<file path="config.mk">
export PLATFORM = sky130hd
export DESIGN_NAME = sfe_core
export DESIGN_NICKNAME = d
export VERILOG_FILES = /design/src/rtl/sfe_pkg.sv /design/src/rtl/sfe_fifo.sv /design/src/rtl/sfe_core.sv
export VERILOG_INCLUDE_DIRS = /design/src /design/src/rtl
export SDC_FILE = /design/constraint.sdc
export NUM_CORES = 1
export LEC_CHECK = 0
export BUFFER_PORTS_ARGS = -buffer_cell sky130_fd_sc_hd__buf_2
export CELL_PAD_IN_SITES_DETAIL_PLACEMENT = 1
export CELL_PAD_IN_SITES_GLOBAL_PLACEMENT = 2
export CORE_ASPECT_RATIO = 0.8
export CORE_UTILIZATION = 42
export DETAILED_ROUTE_END_ITERATION = 8
export MAX_ROUTING_LAYER = met4
export PLACE_DENSITY_LB_ADDON = 0.1
export SLEW_MARGIN = 20
export SYNTH_ARGS = -nofsm -noshare
export SYNTH_HDL_FRONTEND = slang
export SYNTH_SLANG_ARGS = --single-unit
</file>
<file path="constraint.sdc">
create_clock -name CLK -period 6 [get_ports CLK]
set_input_delay 0.6 -clock CLK [delete_from_list [all_inputs] [get_ports CLK]]
set_output_delay 0.6 -clock CLK [all_outputs]
set_load 0.005 [all_outputs]
</file>
<file path="src/rtl/sfe_params.svh">
/*
 * Constants of the serial-port FIFO event block: register offsets,
 * field positions, reset values and FIFO geometry.
 * Assumes it is included by bare name from rtl/ and holds definitions only.
 */
`ifndef SFE_PARAMS_SVH
`define SFE_PARAMS_SVH

// register offsets, byte addresses on the register port
`define SFE_OFS_CTRL      6'h00
`define SFE_OFS_BITS      6'h04
`define SFE_OFS_DIV       6'h08
`define SFE_OFS_LEVEL     6'h0C
`define SFE_OFS_TXDATA    6'h10
`define SFE_OFS_RXDATA    6'h14
`define SFE_OFS_STATUS    6'h18
`define SFE_OFS_EVENTS    6'h1C
`define SFE_OFS_MASK      6'h20

// control register fields
`define SFE_CTRL_EN       0
`define SFE_CTRL_MASTER   1
`define SFE_CTRL_TXDMA    2
`define SFE_CTRL_RXDMA    3

// frame width fields: tx in [4:0], rx in [12:8]
`define SFE_BITS_TX_LSB   0
`define SFE_BITS_RX_LSB   8
`define SFE_BITS_RST      5'h08
`define SFE_BITS_MAX      5'h10

// level register fields: tx in [3:0], rx in [11:8]
`define SFE_LVL_TX_LSB    0
`define SFE_LVL_RX_LSB    8
`define SFE_LVL_RST       4'h0

// status register fields
`define SFE_ST_TXCNT_LSB  0
`define SFE_ST_RXCNT_LSB  8
`define SFE_ST_BUSY       16

// clock divider: system cycles per half serial period
`define SFE_DIV_RST       8'h04

// event bit positions, shared by events and mask registers
`define SFE_EV_DONE       0
`define SFE_EV_TX_NFULL   1
`define SFE_EV_TX_EMPTY   2
`define SFE_EV_TX_OVF     3
`define SFE_EV_TX_UNF     4
`define SFE_EV_TX_LVL     5
`define SFE_EV_BUS_ERR    6
`define SFE_EV_RX_NEMPTY  7
`define SFE_EV_RX_FULL    8
`define SFE_EV_RX_OVF     9
`define SFE_EV_RX_UNF     10
`define SFE_EV_RX_LVL     11
`define SFE_EV_PULSE_MASK 12'h659

// fifo geometry
`define SFE_FIFO_DEPTH    8
`define SFE_DATA_W        16

`endif

</file>
<file path="src/rtl/sfe_pkg.sv">
/*
 * Types of the serial-port FIFO event block.
 * Assumes nothing beyond a SystemVerilog compiler.
 */
package sfe_pkg;

    // master clock generator states, gray along idle-low-high
    typedef enum logic [1:0] {
        SFE_M_IDLE = 2'b00,
        SFE_M_LOW  = 2'b01,
        SFE_M_HIGH = 2'b11
    } sfe_mstate_type;

    // one bit for each event source
    typedef logic [11:0] sfe_event_type;

endpackage : sfe_pkg

</file>
<file path="src/rtl/sfe_fifo.sv">
/*
 * Small synchronous FIFO with registered head word and occupancy count.
 * Assumes push is never given while full and pop never while empty
 * (both are ignored if they are).
 */
`timescale 1ns/10ps
`default_nettype none

module sfe_fifo #(
    parameter int W     = 16,
    parameter int DEPTH = 8
) (
    input  wire logic                       clk,
    input  wire logic                       rst,
    input  wire logic                       push,
    input  wire logic [W-1:0]               wdata,
    input  wire logic                       pop,
    output logic      [W-1:0]               rdata,
    output logic      [$clog2(DEPTH):0]     count,
    output logic                            full,
    output logic                            empty
);

    localparam int AW = $clog2(DEPTH);

    logic [W-1:0]  mem [DEPTH];     // storage
    logic [AW-1:0] wr_ptr_r;        // next slot to fill
    logic [AW-1:0] rd_ptr_r;        // slot of head word
    logic [AW-1:0] rd_ptr_nxt;      // head slot after this cycle
    logic [AW:0]   count_r;         // occupancy
    logic          do_push;         // accepted push
    logic          do_pop;          // accepted pop

    assign do_push = push && !full;
    assign do_pop  = pop && !empty;
    assign full    = (count_r == (AW+1)'(DEPTH));
    assign empty   = (count_r == '0);
    assign count   = count_r;

    // pointer wrap works for any depth, not only powers of two
    assign rd_ptr_nxt = !do_pop ? rd_ptr_r :
                        (rd_ptr_r == AW'(DEPTH-1)) ? '0 : rd_ptr_r + 1'b1;

    // write side
    always_ff @(posedge clk) begin
        if (do_push) begin
            mem[wr_ptr_r] <= wdata;
        end
    end

    // pointers and count
    always_ff @(posedge clk) begin
        if (rst) begin
            wr_ptr_r <= '0;
            rd_ptr_r <= '0;
            count_r  <= '0;
        end else begin
            if (do_push) begin
                wr_ptr_r <= (wr_ptr_r == AW'(DEPTH-1)) ? '0 : wr_ptr_r + 1'b1;
            end
            rd_ptr_r <= rd_ptr_nxt;
            count_r  <= count_r + (AW+1)'(do_push) - (AW+1)'(do_pop);
        end
    end

    // head register; bypass so a word pushed now is visible next cycle
    always_ff @(posedge clk) begin
        if (rst) begin
            rdata <= '0;
        end else if (do_push && (wr_ptr_r == rd_ptr_nxt)) begin
            rdata <= wdata;
        end else begin
            rdata <= mem[rd_ptr_nxt];
        end
    end

endmodule : sfe_fifo

`default_nettype wire

</file>
<file path="src/rtl/sfe_core.sv">
/*
 * Serial peripheral port with transmit and receive FIFOs, event flags,
 * sticky pulse events, one interrupt line and two DMA request lines.
 * Runs master (mode 0, msb first) or slave. Assumes a register master
 * on CLK and serial pins that are asynchronous to CLK; all pin inputs
 * pass a two-flop synchroniser.
 */
// How it works
// - tx dma request from level, fifo-only option
// - level sources follow live fifo state
// - master done as last bit of last element goes out
// - tx empty once last element enters shifter
// - done half a serial period before reception ends
// - tx not-full while room remains
// - write to full tx fifo: overflow pulse
// - shifter fetch from empty tx: underflow pulse
// - tx level active while count below level
// - slave deselect mid-frame flags bus error
// - rx not-empty and rx full follow fifo
// - receive into full rx fifo: overflow pulse
// - read of empty rx fifo: underflow pulse
// - rx level active while count above level
// - same levels drive events and dma
// - disable stops shifting at once
// - both fifos hold eight elements
// - frame width four to sixteen, per direction
`timescale 1ns/10ps
`default_nettype none

`include "sfe_params.svh"

module sfe_core #(
    parameter int DEPTH  = `SFE_FIFO_DEPTH,
    parameter int DATA_W = `SFE_DATA_W
) (
    input  wire logic                  CLK,
    input  wire logic                  RST,
    input  wire logic [5:0]            REG_ADDR,
    input  wire logic [31:0]           REG_WDATA,
    input  wire logic                  REG_WR,
    input  wire logic                  REG_RD,
    output logic      [31:0]           REG_RDATA,
    input  wire logic                  SCLK_I,
    input  wire logic                  SS_N_I,
    input  wire logic                  MOSI_I,
    output logic                       MISO_O,
    output logic                       MISO_OE,
    output logic                       SCLK_O,
    output logic                       SS_N_O,
    output logic                       MOSI_O,
    input  wire logic                  MISO_I,
    output logic                       IRQ,
    output logic                       TRANSMIT_DMA_REQUEST,
    output logic                       RECEIVE_DMA_REQUEST,
    output sfe_pkg::sfe_event_type     EVENTS
);
    import sfe_pkg::*;

    localparam int CW = $clog2(DEPTH) + 1;

    // address match, used by the write decode and the rxdata read strobe
    function automatic logic sfe_hit(input logic [5:0] a, input logic [5:0] ofs);
        sfe_hit = (a == ofs);
    endfunction : sfe_hit

    // mask of the low n bits of a frame
    function automatic logic [15:0] sfe_bits_mask(input logic [4:0] n);
        sfe_bits_mask = 16'hFFFF >> (5'h10 - n);
    endfunction : sfe_bits_mask

    // configuration registers
    logic            en_r;          // block enable
    logic            master_r;      // master when high
    logic            txdma_r;       // tx buffer is fifo only, dma offered
    logic            rxdma_r;       // rx buffer is fifo only, dma offered
    logic [4:0]      tx_bits_r;     // tx frame width
    logic [4:0]      rx_bits_r;     // rx frame width
    logic [7:0]      div_r;         // half serial period in cycles
    logic [3:0]      tx_lvl_r;      // tx threshold
    logic [3:0]      rx_lvl_r;      // rx threshold
    sfe_event_type   mask_r;        // interrupt mask
    sfe_event_type   sticky_r;      // latched pulse events
    logic [31:0]     rdata_r;       // read data, one cycle after strobe

    // fifo signals
    logic            tx_push, tx_pop, tx_full, tx_empty;
    logic            rx_push, rx_pop, rx_full, rx_empty;
    logic [15:0]     tx_head, rx_head, rx_wdata;
    logic [CW-1:0]   tx_cnt, rx_cnt;

    // synchroniser, order {miso, mosi, ss_n, sclk}
    logic [3:0]      pin_m1_r;      // first stage, read only by second
    logic [3:0]      pin_s2_r;      // second stage, safe to use
    logic [3:0]      pin_s3_r;      // previous safe value for edges
    logic            s_sel, s_rise, s_fall, ss_fall, ss_rise;

    // shifting state
    sfe_mstate_type  mstate_r;      // master clock generator
    logic [7:0]      div_cnt_r;     // half period counter
    logic            m_tick, m_start, m_rise, m_fall;
    logic [15:0]     tx_sh_r;       // left-justified tx shifter
    logic [4:0]      tx_bit_r;      // tx bit index
    logic [15:0]     rx_sh_r;       // rx shifter, fills from lsb
    logic [4:0]      rx_bit_r;      // rx bit index
    logic            tx_last, rx_last, rise_ev, fall_ev, load_ev, din;
    logic            wr_txdata, rd_rxdata;
    sfe_event_type   pulse_ev, level_ev, ev_all;

    // register port decode
    assign wr_txdata = REG_WR && sfe_hit(REG_ADDR, `SFE_OFS_TXDATA);
    assign rd_rxdata = REG_RD && sfe_hit(REG_ADDR, `SFE_OFS_RXDATA);

    // both fifos, eight deep by default
    sfe_fifo #(.W(DATA_W), .DEPTH(DEPTH)) u_tx_fifo (
        .clk   (CLK),
        .rst   (RST),
        .push  (tx_push),
        .wdata (REG_WDATA[15:0]),
        .pop   (tx_pop),
        .rdata (tx_head),
        .count (tx_cnt),
        .full  (tx_full),
        .empty (tx_empty)
    );

    sfe_fifo #(.W(DATA_W), .DEPTH(DEPTH)) u_rx_fifo (
        .clk   (CLK),
        .rst   (RST),
        .push  (rx_push),
        .wdata (rx_wdata),
        .pop   (rx_pop),
        .rdata (rx_head),
        .count (rx_cnt),
        .full  (rx_full),
        .empty (rx_empty)
    );

    assign tx_push = wr_txdata && !tx_full;
    assign rx_pop  = rd_rxdata && !rx_empty;

    // configuration writes; software is expected to change them only while disabled
    always_ff @(posedge CLK) begin
        if (RST) begin
            en_r      <= 1'b0;
            master_r  <= 1'b0;
            txdma_r   <= 1'b0;
            rxdma_r   <= 1'b0;
            tx_bits_r <= `SFE_BITS_RST;
            rx_bits_r <= `SFE_BITS_RST;
            div_r     <= `SFE_DIV_RST;
            tx_lvl_r  <= `SFE_LVL_RST;
            rx_lvl_r  <= `SFE_LVL_RST;
            mask_r    <= '0;
        end else if (REG_WR) begin
            if (sfe_hit(REG_ADDR, `SFE_OFS_CTRL)) begin
                en_r     <= REG_WDATA[`SFE_CTRL_EN];
                master_r <= REG_WDATA[`SFE_CTRL_MASTER];
                txdma_r  <= REG_WDATA[`SFE_CTRL_TXDMA];
                rxdma_r  <= REG_WDATA[`SFE_CTRL_RXDMA];
            end
            if (sfe_hit(REG_ADDR, `SFE_OFS_BITS)) begin
                tx_bits_r <= REG_WDATA[`SFE_BITS_TX_LSB +: 5];
                rx_bits_r <= REG_WDATA[`SFE_BITS_RX_LSB +: 5];
            end
            if (sfe_hit(REG_ADDR, `SFE_OFS_DIV)) begin
                div_r <= REG_WDATA[7:0];
            end
            if (sfe_hit(REG_ADDR, `SFE_OFS_LEVEL)) begin
                tx_lvl_r <= REG_WDATA[`SFE_LVL_TX_LSB +: 4];
                rx_lvl_r <= REG_WDATA[`SFE_LVL_RX_LSB +: 4];
            end
            if (sfe_hit(REG_ADDR, `SFE_OFS_MASK)) begin
                mask_r <= REG_WDATA[11:0];
            end
        end
    end

    // pin synchroniser; idle levels are sclk low and select high
    always_ff @(posedge CLK) begin
        if (RST) begin
            pin_m1_r <= 4'h2;
            pin_s2_r <= 4'h2;
            pin_s3_r <= 4'h2;
        end else begin
            pin_m1_r <= {MISO_I, MOSI_I, SS_N_I, SCLK_I};
            pin_s2_r <= pin_m1_r;
            pin_s3_r <= pin_s2_r;
        end
    end

    // slave-side edges, only from the settled stages
    assign s_sel   = en_r && !master_r && !pin_s2_r[1];
    assign s_rise  = s_sel && pin_s2_r[0] && !pin_s3_r[0];
    assign s_fall  = s_sel && !pin_s2_r[0] && pin_s3_r[0];
    assign ss_fall = en_r && !master_r && !pin_s2_r[1] && pin_s3_r[1];
    assign ss_rise = en_r && !master_r && pin_s2_r[1] && !pin_s3_r[1];

    // master clock timing; a zero divider acts as one
    assign m_tick  = (div_cnt_r + 8'h01 >= div_r);
    assign m_start = (mstate_r == SFE_M_IDLE) && !tx_empty;
    assign m_rise  = (mstate_r == SFE_M_LOW) && m_tick;
    assign m_fall  = (mstate_r == SFE_M_HIGH) && m_tick;

    assign tx_last = (tx_bit_r == tx_bits_r - 5'h01);
    assign rx_last = (rx_bit_r == rx_bits_r - 5'h01);

    // common shift events for both roles
    assign rise_ev = master_r ? m_rise : s_rise;
    assign fall_ev = master_r ? m_fall : s_fall;
    assign din     = master_r ? pin_s2_r[3] : pin_s2_r[2];
    // the master only fetches when data waits; the slave must fetch anyway
    assign load_ev = en_r && (master_r ? (m_start || (m_fall && tx_last && !tx_empty))
                                       : (ss_fall || (s_fall && tx_last)));
    assign tx_pop  = load_ev && !tx_empty;

    // master clock generator; disabling drops it to idle at once
    always_ff @(posedge CLK) begin
        if (RST || !en_r || !master_r) begin
            mstate_r  <= SFE_M_IDLE;
            div_cnt_r <= 8'h00;
        end else begin
            case (mstate_r)
                SFE_M_IDLE: begin
                    div_cnt_r <= 8'h00;
                    if (m_start) begin
                        mstate_r <= SFE_M_LOW;
                    end
                end
                SFE_M_LOW: begin
                    div_cnt_r <= m_tick ? 8'h00 : div_cnt_r + 8'h01;
                    if (m_tick) begin
                        mstate_r <= SFE_M_HIGH;
                    end
                end
                SFE_M_HIGH: begin
                    div_cnt_r <= m_tick ? 8'h00 : div_cnt_r + 8'h01;
                    if (m_tick) begin
                        // continuous frames while data waits, else release select
                        mstate_r <= (tx_last && tx_empty) ? SFE_M_IDLE : SFE_M_LOW;
                    end
                end
                default: begin
                    mstate_r <= SFE_M_IDLE;
                end
            endcase
        end
    end

    // transmit shifter; msb first, changes on the falling serial edge
    always_ff @(posedge CLK) begin
        if (RST || !en_r) begin
            tx_sh_r  <= 16'h0000;
            tx_bit_r <= 5'h00;
        end else if (load_ev) begin
            // an empty fifo in slave role sends zeros
            tx_sh_r  <= tx_empty ? 16'h0000
                                 : (tx_head & sfe_bits_mask(tx_bits_r)) << (5'h10 - tx_bits_r);
            tx_bit_r <= 5'h00;
        end else if (ss_rise) begin
            tx_bit_r <= 5'h00;
        end else if (fall_ev) begin
            tx_sh_r  <= {tx_sh_r[14:0], 1'b0};
            tx_bit_r <= tx_last ? 5'h00 : tx_bit_r + 5'h01;
        end
    end

    // receive shifter; samples on the rising serial edge
    always_ff @(posedge CLK) begin
        if (RST || !en_r) begin
            rx_sh_r  <= 16'h0000;
            rx_bit_r <= 5'h00;
        end else if (ss_rise) begin
            rx_bit_r <= 5'h00;
        end else if (rise_ev) begin
            rx_sh_r  <= {rx_sh_r[14:0], din};
            rx_bit_r <= rx_last ? 5'h00 : rx_bit_r + 5'h01;
        end
    end

    assign rx_wdata = {rx_sh_r[14:0], din} & sfe_bits_mask(rx_bits_r);
    assign rx_push  = en_r && rise_ev && rx_last && !rx_full;

    // pulse sources
    always_comb begin
        pulse_ev = '0;
        // done fires as the last bit goes out, half a period before its sample
        pulse_ev[`SFE_EV_DONE]    = en_r && m_fall && tx_empty &&
                                    (tx_bit_r == tx_bits_r - 5'h02);
        pulse_ev[`SFE_EV_TX_OVF]  = wr_txdata && tx_full;
        pulse_ev[`SFE_EV_TX_UNF]  = load_ev && tx_empty && !master_r;
        pulse_ev[`SFE_EV_BUS_ERR] = ss_rise && ((rx_bit_r != 5'h00) ||
                                                (tx_bit_r != 5'h00));
        pulse_ev[`SFE_EV_RX_OVF]  = en_r && rise_ev && rx_last && rx_full;
        pulse_ev[`SFE_EV_RX_UNF]  = rd_rxdata && rx_empty;
    end

    // level sources track the fifos directly
    always_comb begin
        level_ev = '0;
        level_ev[`SFE_EV_TX_NFULL]  = !tx_full;
        level_ev[`SFE_EV_TX_EMPTY]  = tx_empty;
        level_ev[`SFE_EV_TX_LVL]    = (tx_cnt < CW'(tx_lvl_r));
        level_ev[`SFE_EV_RX_NEMPTY] = !rx_empty;
        level_ev[`SFE_EV_RX_FULL]   = rx_full;
        level_ev[`SFE_EV_RX_LVL]    = (rx_cnt > CW'(rx_lvl_r));
    end

    // sticky pulse events; write one to clear, a new event beats the clear
    always_ff @(posedge CLK) begin
        if (RST) begin
            sticky_r <= '0;
        end else if (REG_WR && sfe_hit(REG_ADDR, `SFE_OFS_EVENTS)) begin
            sticky_r <= (sticky_r & ~(REG_WDATA[11:0] & `SFE_EV_PULSE_MASK)) | pulse_ev;
        end else begin
            sticky_r <= sticky_r | pulse_ev;
        end
    end

    assign ev_all = sticky_r | level_ev;
    assign EVENTS = ev_all;
    assign IRQ    = |(ev_all & mask_r);

    // dma lines share the thresholds with the level events
    assign TRANSMIT_DMA_REQUEST = en_r && txdma_r && level_ev[`SFE_EV_TX_LVL];
    assign RECEIVE_DMA_REQUEST  = en_r && rxdma_r && level_ev[`SFE_EV_RX_LVL];

    // read mux; data stand in the cycle after the strobe only
    always_ff @(posedge CLK) begin
        if (RST || !REG_RD) begin
            rdata_r <= 32'h0000_0000;
        end else begin
            case (REG_ADDR)
                `SFE_OFS_CTRL:   rdata_r <= {28'h0, rxdma_r, txdma_r, master_r, en_r};
                `SFE_OFS_BITS:   rdata_r <= {19'h0, rx_bits_r, 3'h0, tx_bits_r};
                `SFE_OFS_DIV:    rdata_r <= {24'h0, div_r};
                `SFE_OFS_LEVEL:  rdata_r <= {20'h0, rx_lvl_r, 4'h0, tx_lvl_r};
                `SFE_OFS_RXDATA: rdata_r <= {16'h0, rx_empty ? 16'h0000 : rx_head};
                `SFE_OFS_STATUS: begin
                    // busy lets software confirm the last frame was received
                    rdata_r <= 32'h0;
                    rdata_r[`SFE_ST_TXCNT_LSB +: CW] <= tx_cnt;
                    rdata_r[`SFE_ST_RXCNT_LSB +: CW] <= rx_cnt;
                    rdata_r[`SFE_ST_BUSY] <= (mstate_r != SFE_M_IDLE) || s_sel;
                end
                `SFE_OFS_EVENTS: rdata_r <= {20'h0, ev_all};
                `SFE_OFS_MASK:   rdata_r <= {20'h0, mask_r};
                default:         rdata_r <= 32'h0000_0000;   // unmapped and txdata
            endcase
        end
    end

    assign REG_RDATA = rdata_r;

    // pins: both data outputs come from the shifter flop
    assign MOSI_O  = tx_sh_r[15];
    assign MISO_O  = tx_sh_r[15];
    assign MISO_OE = s_sel;                          // drive only while selected
    assign SCLK_O  = (mstate_r == SFE_M_HIGH);
    assign SS_N_O  = (mstate_r == SFE_M_IDLE);

endmodule : sfe_core

`default_nettype wire

</file>
[Word level (Yosys, flattened, before mapping)]
Memory sizes are Yosys's and may differ from the RTL's. A register that Yosys moved wholly into a read port is not among the register bits.
Cells that the tools add are included.
Storage, ports and cells
  memories: 2
  register bits after elaboration: 167
  bits in latches: 0
  bits of input ports: 46
  memory bits (read-only): 0
  word-level logic and storage cells: 195
  RAM bits: 256
Memory list
  u_rx_fifo.mem: words 8, bits a word 16, read ports 1, clocked after Yosys merged registers in 1, write ports 1, line sfe_fifo.sv:26  | logic [W-1:0] mem [DEPTH];
  u_tx_fifo.mem: words 8, bits a word 16, read ports 1, clocked after Yosys merged registers in 1, write ports 1, line sfe_fifo.sv:26
Cells by class
  shifts and indexed selects: 3
  $add $sub $neg: 16
  divide/modulo/power cells: 0
  $mul: 0
  reductions and logical operators: 82
  $lt $le $gt $ge: 3
  bitwise gates (word level): 9
  eq/ne operators: 23
  muxes and demuxes: 30
Operators by type and width (number)
  17-bit case mux with 8 select lines: 1
  16-bit two-way mux: 5
  1-bit logical AND: 43
  16-bit bitwise AND: 2
  16-bit by 5-bit >> shifter with 16-bit output, first input constant: 2
  12-bit bitwise AND: 2
  6-bit by 5-bit == test with 1-bit output, second input constant: 4
  12-bit by 11-bit bitwise OR with 12-bit output: 2
  3-bit two-way mux: 6
  8-bit case mux with 2 select lines: 1
  16-bit by 5-bit << shifter with 16-bit output: 1
  5-bit == test: 3
  2-bit AND reduction: 7
  3-bit by 1-bit adder with 3-bit output, second input constant: 4
  3-bit == test, second input constant: 4
  6-bit by 4-bit == test with 1-bit output, second input constant: 2
  12-bit two-way mux: 1
  11-bit inverter with 12-bit output: 1
  12-bit bitwise OR: 1
  12-bit OR reduction: 1
  1-bit zero test: 11
  5-bit by 1-bit adder with 5-bit output, second input constant: 2
  5-bit two-way mux: 2
  5-bit nonzero test: 2
  other kinds (29): 56

[Depth between registers and ports, before layout]
Gate-level depths: netlist (run 1).
  word-level depth: 13
  mapped depth: 19
  gate-level depth less buffers: 18

[By module]
A second synthesis (run 1) with hierarchy kept.
Second synthesis, totals
  cell total of the unflattened synthesis: 1720
  area total of the unflattened synthesis: 19955.4 um2
By module, submodules not included
  sfe_fifo: times used 2, area an instance 6298.5 um2, seq. area each 4364.2 um2, cells an instance 403
  sfe_core: times used 1, area an instance 7358.3 um2, seq. area each 2522.4 um2, cells an instance 914

[Worst setup path after synthesis (run 1)]
No wires, ideal clock.
  path kind: reg2reg
  start: reg div_cnt_r[0]
  end: mem u_rx_fifo.mem[0][0] (enable)
  stages on the path, launching flop included: 14
  buffers on the path: 1
  arrival time: 3790 ps
  library setup time: 409 ps
  path slack: 1801 ps
  required time: 5591 ps
  cell sequence: dfxtp_1 ha_1 and3_1 xor2_1 ha_1 o21ai_0 nor2_1 a21oi_1 o21ai_0 a32o_1 nand4bb_1 clkbuf_1 or2_2 nor3_1
On the way
  longest elaborated chain between the ends: 10
RTL lines
  start, declared: line sfe_core.sv:99  | logic [7:0] div_cnt_r;
  start signal, assigned: line sfe_core.sv:230  | div_cnt_r <= m_tick ? 8'h00 : div_cnt_r + 8'h01;
  start signal, assigned: line sfe_core.sv:236  | div_cnt_r <= m_tick ? 8'h00 : div_cnt_r + 8'h01;
  8-bit by 1-bit adder with 8-bit output: line sfe_core.sv:199  | assign m_tick = (div_cnt_r + 8'h01 >= div_r);
  8-bit greater-or-equal comparator: line sfe_core.sv:199
  1-bit logical AND: line sfe_core.sv:201  | assign m_rise = (mstate_r == SFE_M_LOW) && m_tick;
  1-bit two-way mux: line sfe_core.sv:208  | assign rise_ev = master_r ? m_rise : s_rise;
  1-bit logical AND (3 in series): line sfe_core.sv:281  | assign rx_push = en_r && rise_ev && rx_last && !rx_full;
  1-bit logical AND: line sfe_fifo.sv:34  | assign do_push = push && !full;
  1-bit two-way mux: line sfe_fifo.sv:46  | if (do_push) begin
  1-bit two-way mux (not written as such): line sfe_fifo.sv:47  | mem[wr_ptr_r] <= wdata;
  end, declared: line sfe_fifo.sv:26
No other way between the ends.

[Worst setup path in the final report (run 1)]
  start: reg div_cnt_r[0]
  end: mem u_rx_fifo.mem[2][0] (enable)
Same word-level chain as after synthesis.

==> results of run 1 <==
flip-flops by register name, summed over array words and instances, names as in the netlist, 5 cells and up:
| name | cells |
|---|---|
| u_tx_fifo.rdata | 16 |
| rx_sh_r | 15 |
| tx_bit_r | 5 |
| mask_r | 12 |
| rx_bit_r | 5 |
| u_tx_fifo.mem | 128 |
| u_rx_fifo.mem | 128 |
| sticky_r | 6 |
| div_cnt_r | 8 |
| tx_bits_r | 5 |
| div_r | 8 |
| rx_bits_r | 5 |
| tx_sh_r | 16 |
| REG_RDATA | 17 |
| u_rx_fifo.rdata | 16 |
through the flow:
stage | worst slack [ns] | total power, mW | cells | cell area, µm² | utilization, %
after CTS | 1.53 | 6.38 | 2329 | 21800 | 48.8
after global placement | 1.66 | 3.33 | 2243 | 20200 | 45.1
after floorplan | 1.80 | 3.27 | 1642 | 19200 | -
after global routing | 1.31 | 6.50 | 2329 | 21800 | 48.8
final | 1.50 | 6.32 | 2329 | 21800 | 48.8
after detailed placement | 1.62 | 3.33 | 2243 | 20200 | 45.1
logic make-up (layout without fill, tap and decap cells):
| kind of cell | count (synthesis) | after routing | share of synthesized area, % |
|---|---|---|---|
| simple gates | 503 | 503 | 12.2 |
| compound gates | 308 | 308 | 11.2 |
| mux | 111 | 111 | 8.17 |
| xor+xnor | 45 | 45 | 2.21 |
| flops | 434 | 434 | 58.6 |
| other cells | 1 | 15 | 0.0195 |
| buf+inv | 174 | 258 | 4.06 |
| fa+ha+maj | 52 | 52 | 3.47 |
power breakdown:
| group | total [mW] | switching (mW) | internal [mW] | leakage [nW] |
|---|---|---|---|---|
| Combinational | 0.109 | 0.0810 | 0.0276 | 3.33 |
| Clock | 3.05 | 1.23 | 1.82 | 0.792 |
| Sequential | 3.16 | 0.0113 | 3.15 | 3.93 |
| Total | 6.32 | 1.32 | 4.99 | 8.05 |
routing by layer:
metal	GRT usage, %	vias to the layer above	part of all wire [%]
met4	5.82	0	1.3
met3	3.60	52	5.3
met2	35.7	350	43
met1	38.3	6923	50
li1	-	6097	-
met5	-	-	0
cells in the final DEF, fill, tap and decap left out, types with 25 or more instances in the layout:
cell type and instances:
sky130_fd_sc_hd__dfxtp_1 178, sky130_fd_sc_hd__a21oi_1 92, sky130_fd_sc_hd__nand3_1 65, sky130_fd_sc_hd__clkbuf_16 46, sky130_fd_sc_hd__mux2i_1 54, sky130_fd_sc_hd__nor2_1 113, sky130_fd_sc_hd__buf_4 39, sky130_fd_sc_hd__mux4_2 32
sky130_fd_sc_hd__inv_1 67, sky130_fd_sc_hd__o21ai_0 49, sky130_fd_sc_hd__nand2_1 199, sky130_fd_sc_hd__ha_1 50, sky130_fd_sc_hd__xnor2_1 25, sky130_fd_sc_hd__buf_2 65, sky130_fd_sc_hd__a32oi_1 35, sky130_fd_sc_hd__edfxtp_1 256
worst max path at each step:
stage	from	end	slack, ns	cells past startpoint
CTS	div_cnt_r[0]$_SDFFE_PP0P_	u_rx_fifo.mem[2][12]$_DFFE_PP_	1.53	13
global route	div_cnt_r[0]$_SDFFE_PP0P_	u_rx_fifo.mem[2][14]$_DFFE_PP_	1.31	13
global placement	div_cnt_r[0]$_SDFFE_PP0P_	u_rx_fifo.mem[0][13]$_DFFE_PP_	1.66	13
floorplan	div_cnt_r[0]$_SDFFE_PP0P_	u_rx_fifo.mem[0][0]$_DFFE_PP_	1.80	13
detailed placement	div_cnt_r[0]$_SDFFE_PP0P_	u_rx_fifo.mem[2][0]$_DFFE_PP_	1.62	13
finish	div_cnt_r[0]$_SDFFE_PP0P_	u_rx_fifo.mem[2][0]$_DFFE_PP_	1.50	13
final cells by class:
cell class	count	share of cell area (%)
flip-flops and latches	434	51.6
repair buffers	104	2.83
inverters	68	1.17
clock buffers	63	5.89
well taps	603	3.46
multi-input cells	1034	33.5
clock inverters	23	1.61
==> impl_metrics.env, run 1 <==
export IMPL_synth_largest_area_cell="sky130_fd_sc_hd__edfxtp_1"
export IMPL_clk_path_buf_depth=3
export IMPL_core_area_mm2=0.0447
export IMPL_worst_slew_pin_slew_ns=1.00
export IMPL_hp_start="SS_N_I"
export IMPL_dp_final_hpwl_mm=37.4
export IMPL_critPathCaptureType="flop"
export IMPL_layout_drive_gt1_share_pct=15.7
export IMPL_cp_startpoint_kind="flop"
export IMPL_diodes=0
export IMPL_worst_setup_hold_path_clk_slew_ns=0.06
export IMPL_max_clock_freq_ghz=0.222
export IMPL_footprint_of_the_multi_input_gates_mm2=0.00730
export IMPL_num_fill_cells=4723
export IMPL_synth_area_leaders="sky130_fd_sc_hd__edfxtp_1 (40%), sky130_fd_sc_hd__dfxtp_1 (19%), sky130_fd_sc_hd__nand2_1 (3.9%), sky130_fd_sc_hd__mux4_2 (3.8%), sky130_fd_sc_hd__ha_1 (3.3%)"
export IMPL_cts_root_buffer="sky130_fd_sc_hd__clkbuf_16"
export IMPL_detailedRoute_firstPassIterationCount=6
export IMPL_mappedNetlistArea_mm2=0.0192
export IMPL_cts_hold_buffers=0
export IMPL_worstHoldPathType="in -> reg"
export IMPL_postSynthRegisterBits=434
export IMPL_syn_mean_instance_area_um2=11.8
export IMPL_largest_delay_contributor_family_on_the_critical_path="simple AND/OR/NAND/NOR gates"
export IMPL_synth_largest_type_area_fraction_pct=40.1
export IMPL_clk_latency_ns=0.60
export IMPL_routed_via_density=5.76
export IMPL_worst_r2r_startpoint="div_cnt_r[0]$_SDFFE_PP0P_"
export IMPL_grt_usage_pct=25.4
export IMPL_grt_start_max_net_pins=66
export IMPL_first_global_vias=13487
export IMPL_post_cts_setup_buffer_count=0
export IMPL_syn_inst=1628
export IMPL_crit_required_ns=6.24
export IMPL_grt_pass1_wl_mm=85.0
export IMPL_floorplan_die_area_mm2=0.0466
export IMPL_detailed_route_via_count=13422
export IMPL_grt_remaining_overflow=0
export IMPL_asyncSetResetFlopFracSynth_pct=0
export IMPL_layout_min_cycle_time_ns=4.50
export IMPL_holdPathStages=2
export IMPL_cts_repair_resize_count=0
export IMPL_port_buffer_count=66
export IMPL_power_leakage_nw=8.05
export IMPL_htreeDepth=2
export IMPL_timing_setup_critical_path_class="reg -> reg"
export IMPL_synthesis_yosys_warnings=0
export IMPL_fin_setup_tns_ns=0
export IMPL_worst_path_buf_inv=1
export IMPL_timing_rr_end="u_rx_fifo.mem[2][0]$_DFFE_PP_"
export IMPL_antenna_violations_before_repair=2
export IMPL_chipHeight_um=193
export IMPL_number_of_synthesized_flops_with_an_enable_pin=256
export IMPL_count_of_endpoints_failing_setup_in_the_final_report=0
export IMPL_synth_cell_types=78
export IMPL_maxSlewViolCount=0
export IMPL_run_status="finished clean"
export IMPL_place_congestion=0.832
export IMPL_drt_iter0_markers=1101
export IMPL_synth_commonest_cells="sky130_fd_sc_hd__edfxtp_1 (256), sky130_fd_sc_hd__nand2_1 (199), sky130_fd_sc_hd__dfxtp_1 (178)"
export IMPL_min_delay_worst_endpoint="pin_m1_r[1]$_SDFF_PP1_"
export IMPL_slew_headroom_pct=33.0
export IMPL_max_cap_viol_count=0
export IMPL_cts_tree="done"
export IMPL_sequential_cell_area_mm2=0.0113
export IMPL_ir_drop_v=0.000216
export IMPL_placementRows=69
export IMPL_fin_worst_skew_ns=0.0264
export IMPL_ys_flop_type="sky130_fd_sc_hd__edfxtp_1"
export IMPL_cts_inserted_buffers=46
export IMPL_finalHoldViolations=0
export IMPL_rsz_0062_raised_after_global_routing="false"
export IMPL_worst_path_max_delay_cell="sky130_fd_sc_hd__nand4bb_1"
export IMPL_drc_errors=0
export IMPL_yosysSeqAreaShare_pct=58.6
export IMPL_p_per_area_mw_per_mm2=290
export IMPL_num_nets_final=1786
export IMPL_residual_antenna_violating_net_count_after_detailed_routing=0
export IMPL_worst_r2r_cell_count=13
export IMPL_floorplan_initialDensity_pct=42.9
export IMPL_route_detailed_wl_per_inst_um=24.4
export IMPL_yosys_cell_count_top_type="sky130_fd_sc_hd__edfxtp_1"
export IMPL_reg2reg_setup_slack_ns=1.50
export IMPL_arrival_ns=4.73
export IMPL_synthToLayoutAreaGrowth_pct=13.7
export IMPL_routed_wire_length_mm=56.9
export IMPL_crit_path_cell_trace="ha_1 > and3_1 > xor2_1 > ha_1 > o21ai_0 > nor2_1 > a21oi_1 > o21ai_0 > a32o_1 > nand4bb_1 > or2_2 > nor2_1 > buf_4"
export IMPL_clkSinkCount=434
export IMPL_critPathMaxFanout=16
export IMPL_top_level_i_o_count=98
export IMPL_hold_slack_ns=0.202
export IMPL_period_share_pct=75.0
export IMPL_die_width_um=241
export IMPL_max_stage_delay_ns=0.62
No activity file was read; power rests on OpenSTA's default activity.
==> run 2: changes to the inputs <==
==> constraint.sdc (replaced) <==
create_clock -name CLK -period 4.5 [get_ports CLK]
set_input_delay 0.45 -clock CLK [delete_from_list [all_inputs] [get_ports CLK]]
set_output_delay 0.45 -clock CLK [all_outputs]
set_load 0.005 [all_outputs]
==> run 2 against run 1 <==
Worst setup slack worse by 1.2 ns. Maximum frequency up 8.4%. Largest power group unchanged. Final cell count up 0.69%. Clock power up 28%. Hold slack worse by 0.15 ns. Sequential share of layout area down 0.089 points. Largest cell class unchanged. Non-clock buffer count up 16. Via count down 0.63%. Sequential power up 33%. Count of clock-buffer cells in the layout up 4. Wire length down 0.30%.
==> impl_metrics.env, run 2 (synthesis results as in run 1) <==
export IMPL_worst_setup_hold_path_clk_slew_ns=0.06
export IMPL_cp_startpoint_kind="flop"
export IMPL_rsz_0062_raised_after_global_routing="false"
export IMPL_critical_path_most_common_cell="sky130_fd_sc_hd__ha_1"
export IMPL_worst_r2r_startpoint="div_cnt_r[0]$_SDFFE_PP0P_"
export IMPL_chipHeight_um=193
export IMPL_footprint_of_the_multi_input_gates_mm2=0.00729
export IMPL_fin_worst_skew_ns=0.0220
export IMPL_max_cap_viol_count=0
export IMPL_min_delay_worst_endpoint="pin_m1_r[1]$_SDFF_PP1_"
export IMPL_placementRows=69
export IMPL_worst_slew_pin_slew_ns=0.892
export IMPL_cts_root_buffer="sky130_fd_sc_hd__clkbuf_16"
export IMPL_cts_tree="done"
export IMPL_arrival_ns=4.67
export IMPL_first_global_vias=13480
export IMPL_floorplan_die_area_mm2=0.0466
export IMPL_dp_final_hpwl_mm=37.9
export IMPL_drc_errors=0
export IMPL_max_stage_delay_ns=0.73
export IMPL_count_of_endpoints_failing_setup_in_the_final_report=0
export IMPL_worst_path_max_delay_cell="sky130_fd_sc_hd__o31a_1"
export IMPL_p_per_area_mw_per_mm2=377
export IMPL_cts_inserted_buffers=45
export IMPL_timing_setup_critical_path_class="reg -> reg"
export IMPL_period_share_pct=92.2
export IMPL_antenna_violations_before_repair=3
export IMPL_fin_total_pwr_mw=8.25
export IMPL_fin_setup_tns_ns=0
export IMPL_maxSlewViolCount=0
export IMPL_holdPathStages=2
export IMPL_post_cts_setup_buffer_count=0
export IMPL_cts_hold_buffers=0
export IMPL_timing_rr_end="u_tx_fifo.rdata[4]$_SDFF_PP0_"
export IMPL_power_leakage_nw=8.09
export IMPL_num_fill_cells=4707
export IMPL_clk_latency_ns=0.59
export IMPL_drt_iter0_markers=1088
export IMPL_reg2reg_setup_slack_ns=0.35
export IMPL_critPathCaptureType="flop"
export IMPL_grt_usage_pct=25.5
export IMPL_synthToLayoutAreaGrowth_pct=13.9
export IMPL_grt_start_max_net_pins=57
export IMPL_slew_headroom_pct=40.3
export IMPL_crit_path_cell_trace="ha_1 > and3_1 > nand3_1 > xnor2_1 > ha_1 > a21o_1 > a21oi_1 > o22ai_1 > o21a_1 > nor2_4 > buf_4 > nor4_1 > nor3_1 > o31a_1 > a32o_1"
export IMPL_layout_common_cells="sky130_fd_sc_hd__edfxtp_1 (256), sky130_fd_sc_hd__nand2_1 (199), sky130_fd_sc_hd__dfxtp_1 (178), sky130_fd_sc_hd__nor2_1 (113), sky130_fd_sc_hd__a21oi_1 (92)"
export IMPL_ir_drop_v=0.000342
export IMPL_max_clock_freq_ghz=0.241
export IMPL_worstHoldPathType="in -> reg"
export IMPL_clkSinkCount=434
export IMPL_detailed_route_via_count=13338
export IMPL_routed_via_density=5.69
export IMPL_sequential_cell_area_mm2=0.0113
export IMPL_core_area_mm2=0.0447
export IMPL_place_congestion=0.802
export IMPL_floorplan_initialDensity_pct=42.9
export IMPL_layout_drive_gt1_share_pct=16.2
export IMPL_mostFrequentLayoutCell="sky130_fd_sc_hd__edfxtp_1"
export IMPL_clk_path_buf_depth=3
export IMPL_top_level_i_o_count=98
export IMPL_grt_remaining_overflow=0
export IMPL_grt_pass1_wl_mm=85.2
export IMPL_hp_start="SS_N_I"
export IMPL_route_detailed_wl_per_inst_um=24.2
export IMPL_critPathMaxFanout=16
export IMPL_num_nets_final=1801
export IMPL_layout_min_cycle_time_ns=4.15
export IMPL_htreeDepth=2
export IMPL_worst_r2r_cell_count=15
export IMPL_crit_required_ns=5.02
export IMPL_detailedRoute_firstPassIterationCount=5
export IMPL_die_width_um=241
export IMPL_cts_repair_resize_count=0
export IMPL_run_status="finished clean"
export IMPL_residual_antenna_violating_net_count_after_detailed_routing=0
export IMPL_port_buffer_count=66
export IMPL_finalHoldViolations=0
export IMPL_routed_wire_length_mm=56.7
## run 2: cell count changes in the layout (fill, tap and decap cells not counted), sizes merged
cell / delta
buf: +16
clkbuf: +4
bufinv: -3
clkinv: -2
diode: +2
clkinvlp: -1
## run 2: worst max-delay path by stage
stage | cells after the start | end | startpoint
after floorplan | 13 | u_rx_fifo.mem[0][0]$_DFFE_PP_ | div_cnt_r[0]$_SDFFE_PP0P_
after global placement | 15 | u_tx_fifo.rdata[14]$_SDFF_PP0_ | div_cnt_r[0]$_SDFFE_PP0P_
after detailed placement | 15 | u_tx_fifo.rdata[4]$_SDFF_PP0_ | div_cnt_r[0]$_SDFFE_PP0P_
after CTS | 15 | u_tx_fifo.rdata[4]$_SDFF_PP0_ | div_cnt_r[0]$_SDFFE_PP0P_
after global routing | 15 | u_tx_fifo.rdata[14]$_SDFF_PP0_ | div_cnt_r[0]$_SDFFE_PP0P_
final | 15 | u_tx_fifo.rdata[4]$_SDFF_PP0_ | div_cnt_r[0]$_SDFFE_PP0P_
## run 2: where the power goes
part / total (mW) / switching [mW] / internal (mW)
combinational: 0.147 / 0.109 / 0.0377
sequential: 4.21 / 0.0152 / 4.20
clock: 3.89 / 1.62 / 2.27
total: 8.25 / 1.74 / 6.51
## run 2: area by class of cell
cell class | count | area share (%)
Clock inverter | 17 | 1.00
Multi-Input combinational cell | 1034 | 33.3
Sequential cell | 434 | 51.5
Tap cell | 603 | 3.45
Inverter | 68 | 1.17
Antenna cell | 2 | 0.0229
Timing Repair Buffer | 120 | 3.49
Clock buffer | 67 | 6.04
## run 2: critical path, delay by kind of cell, from the launching register on
family	cells	cell delay, ns
compound gates	6	1.71
simple gates	5	1.01
fa+ha+maj	2	0.49
flops	1	0.40
xor+xnor	1	0.23
buf+inv	1	0.22
## run 2: stage by stage
step / worst slack, ns / hold WS (ns) / utilization [%] / instances / cell area, µm²
finish: 0.350 / 0.0503 / 48.9 / 2345 / 21900
global route: 0.0805 / 0.0492 / 48.9 / 2345 / 21900
CTS: 0.348 / 0.0287 / 48.9 / 2343 / 21900
detailed placement: 0.383 / 0.409 / 45.4 / 2259 / 20300
global placement: 0.392 / 0.407 / 45.4 / 2259 / 20300
floorplan: 0.301 / 0.389 / - / 1642 / 19200
## run 2: routing by layer
layer	vias to the layer above	GRT usage [%]	wire, µm
li1	6130	-	-
met1	6767	39.0	28600
met2	359	34.8	23700
met3	82	3.74	3350
met4	0	6.77	1040
met5	-	-	0
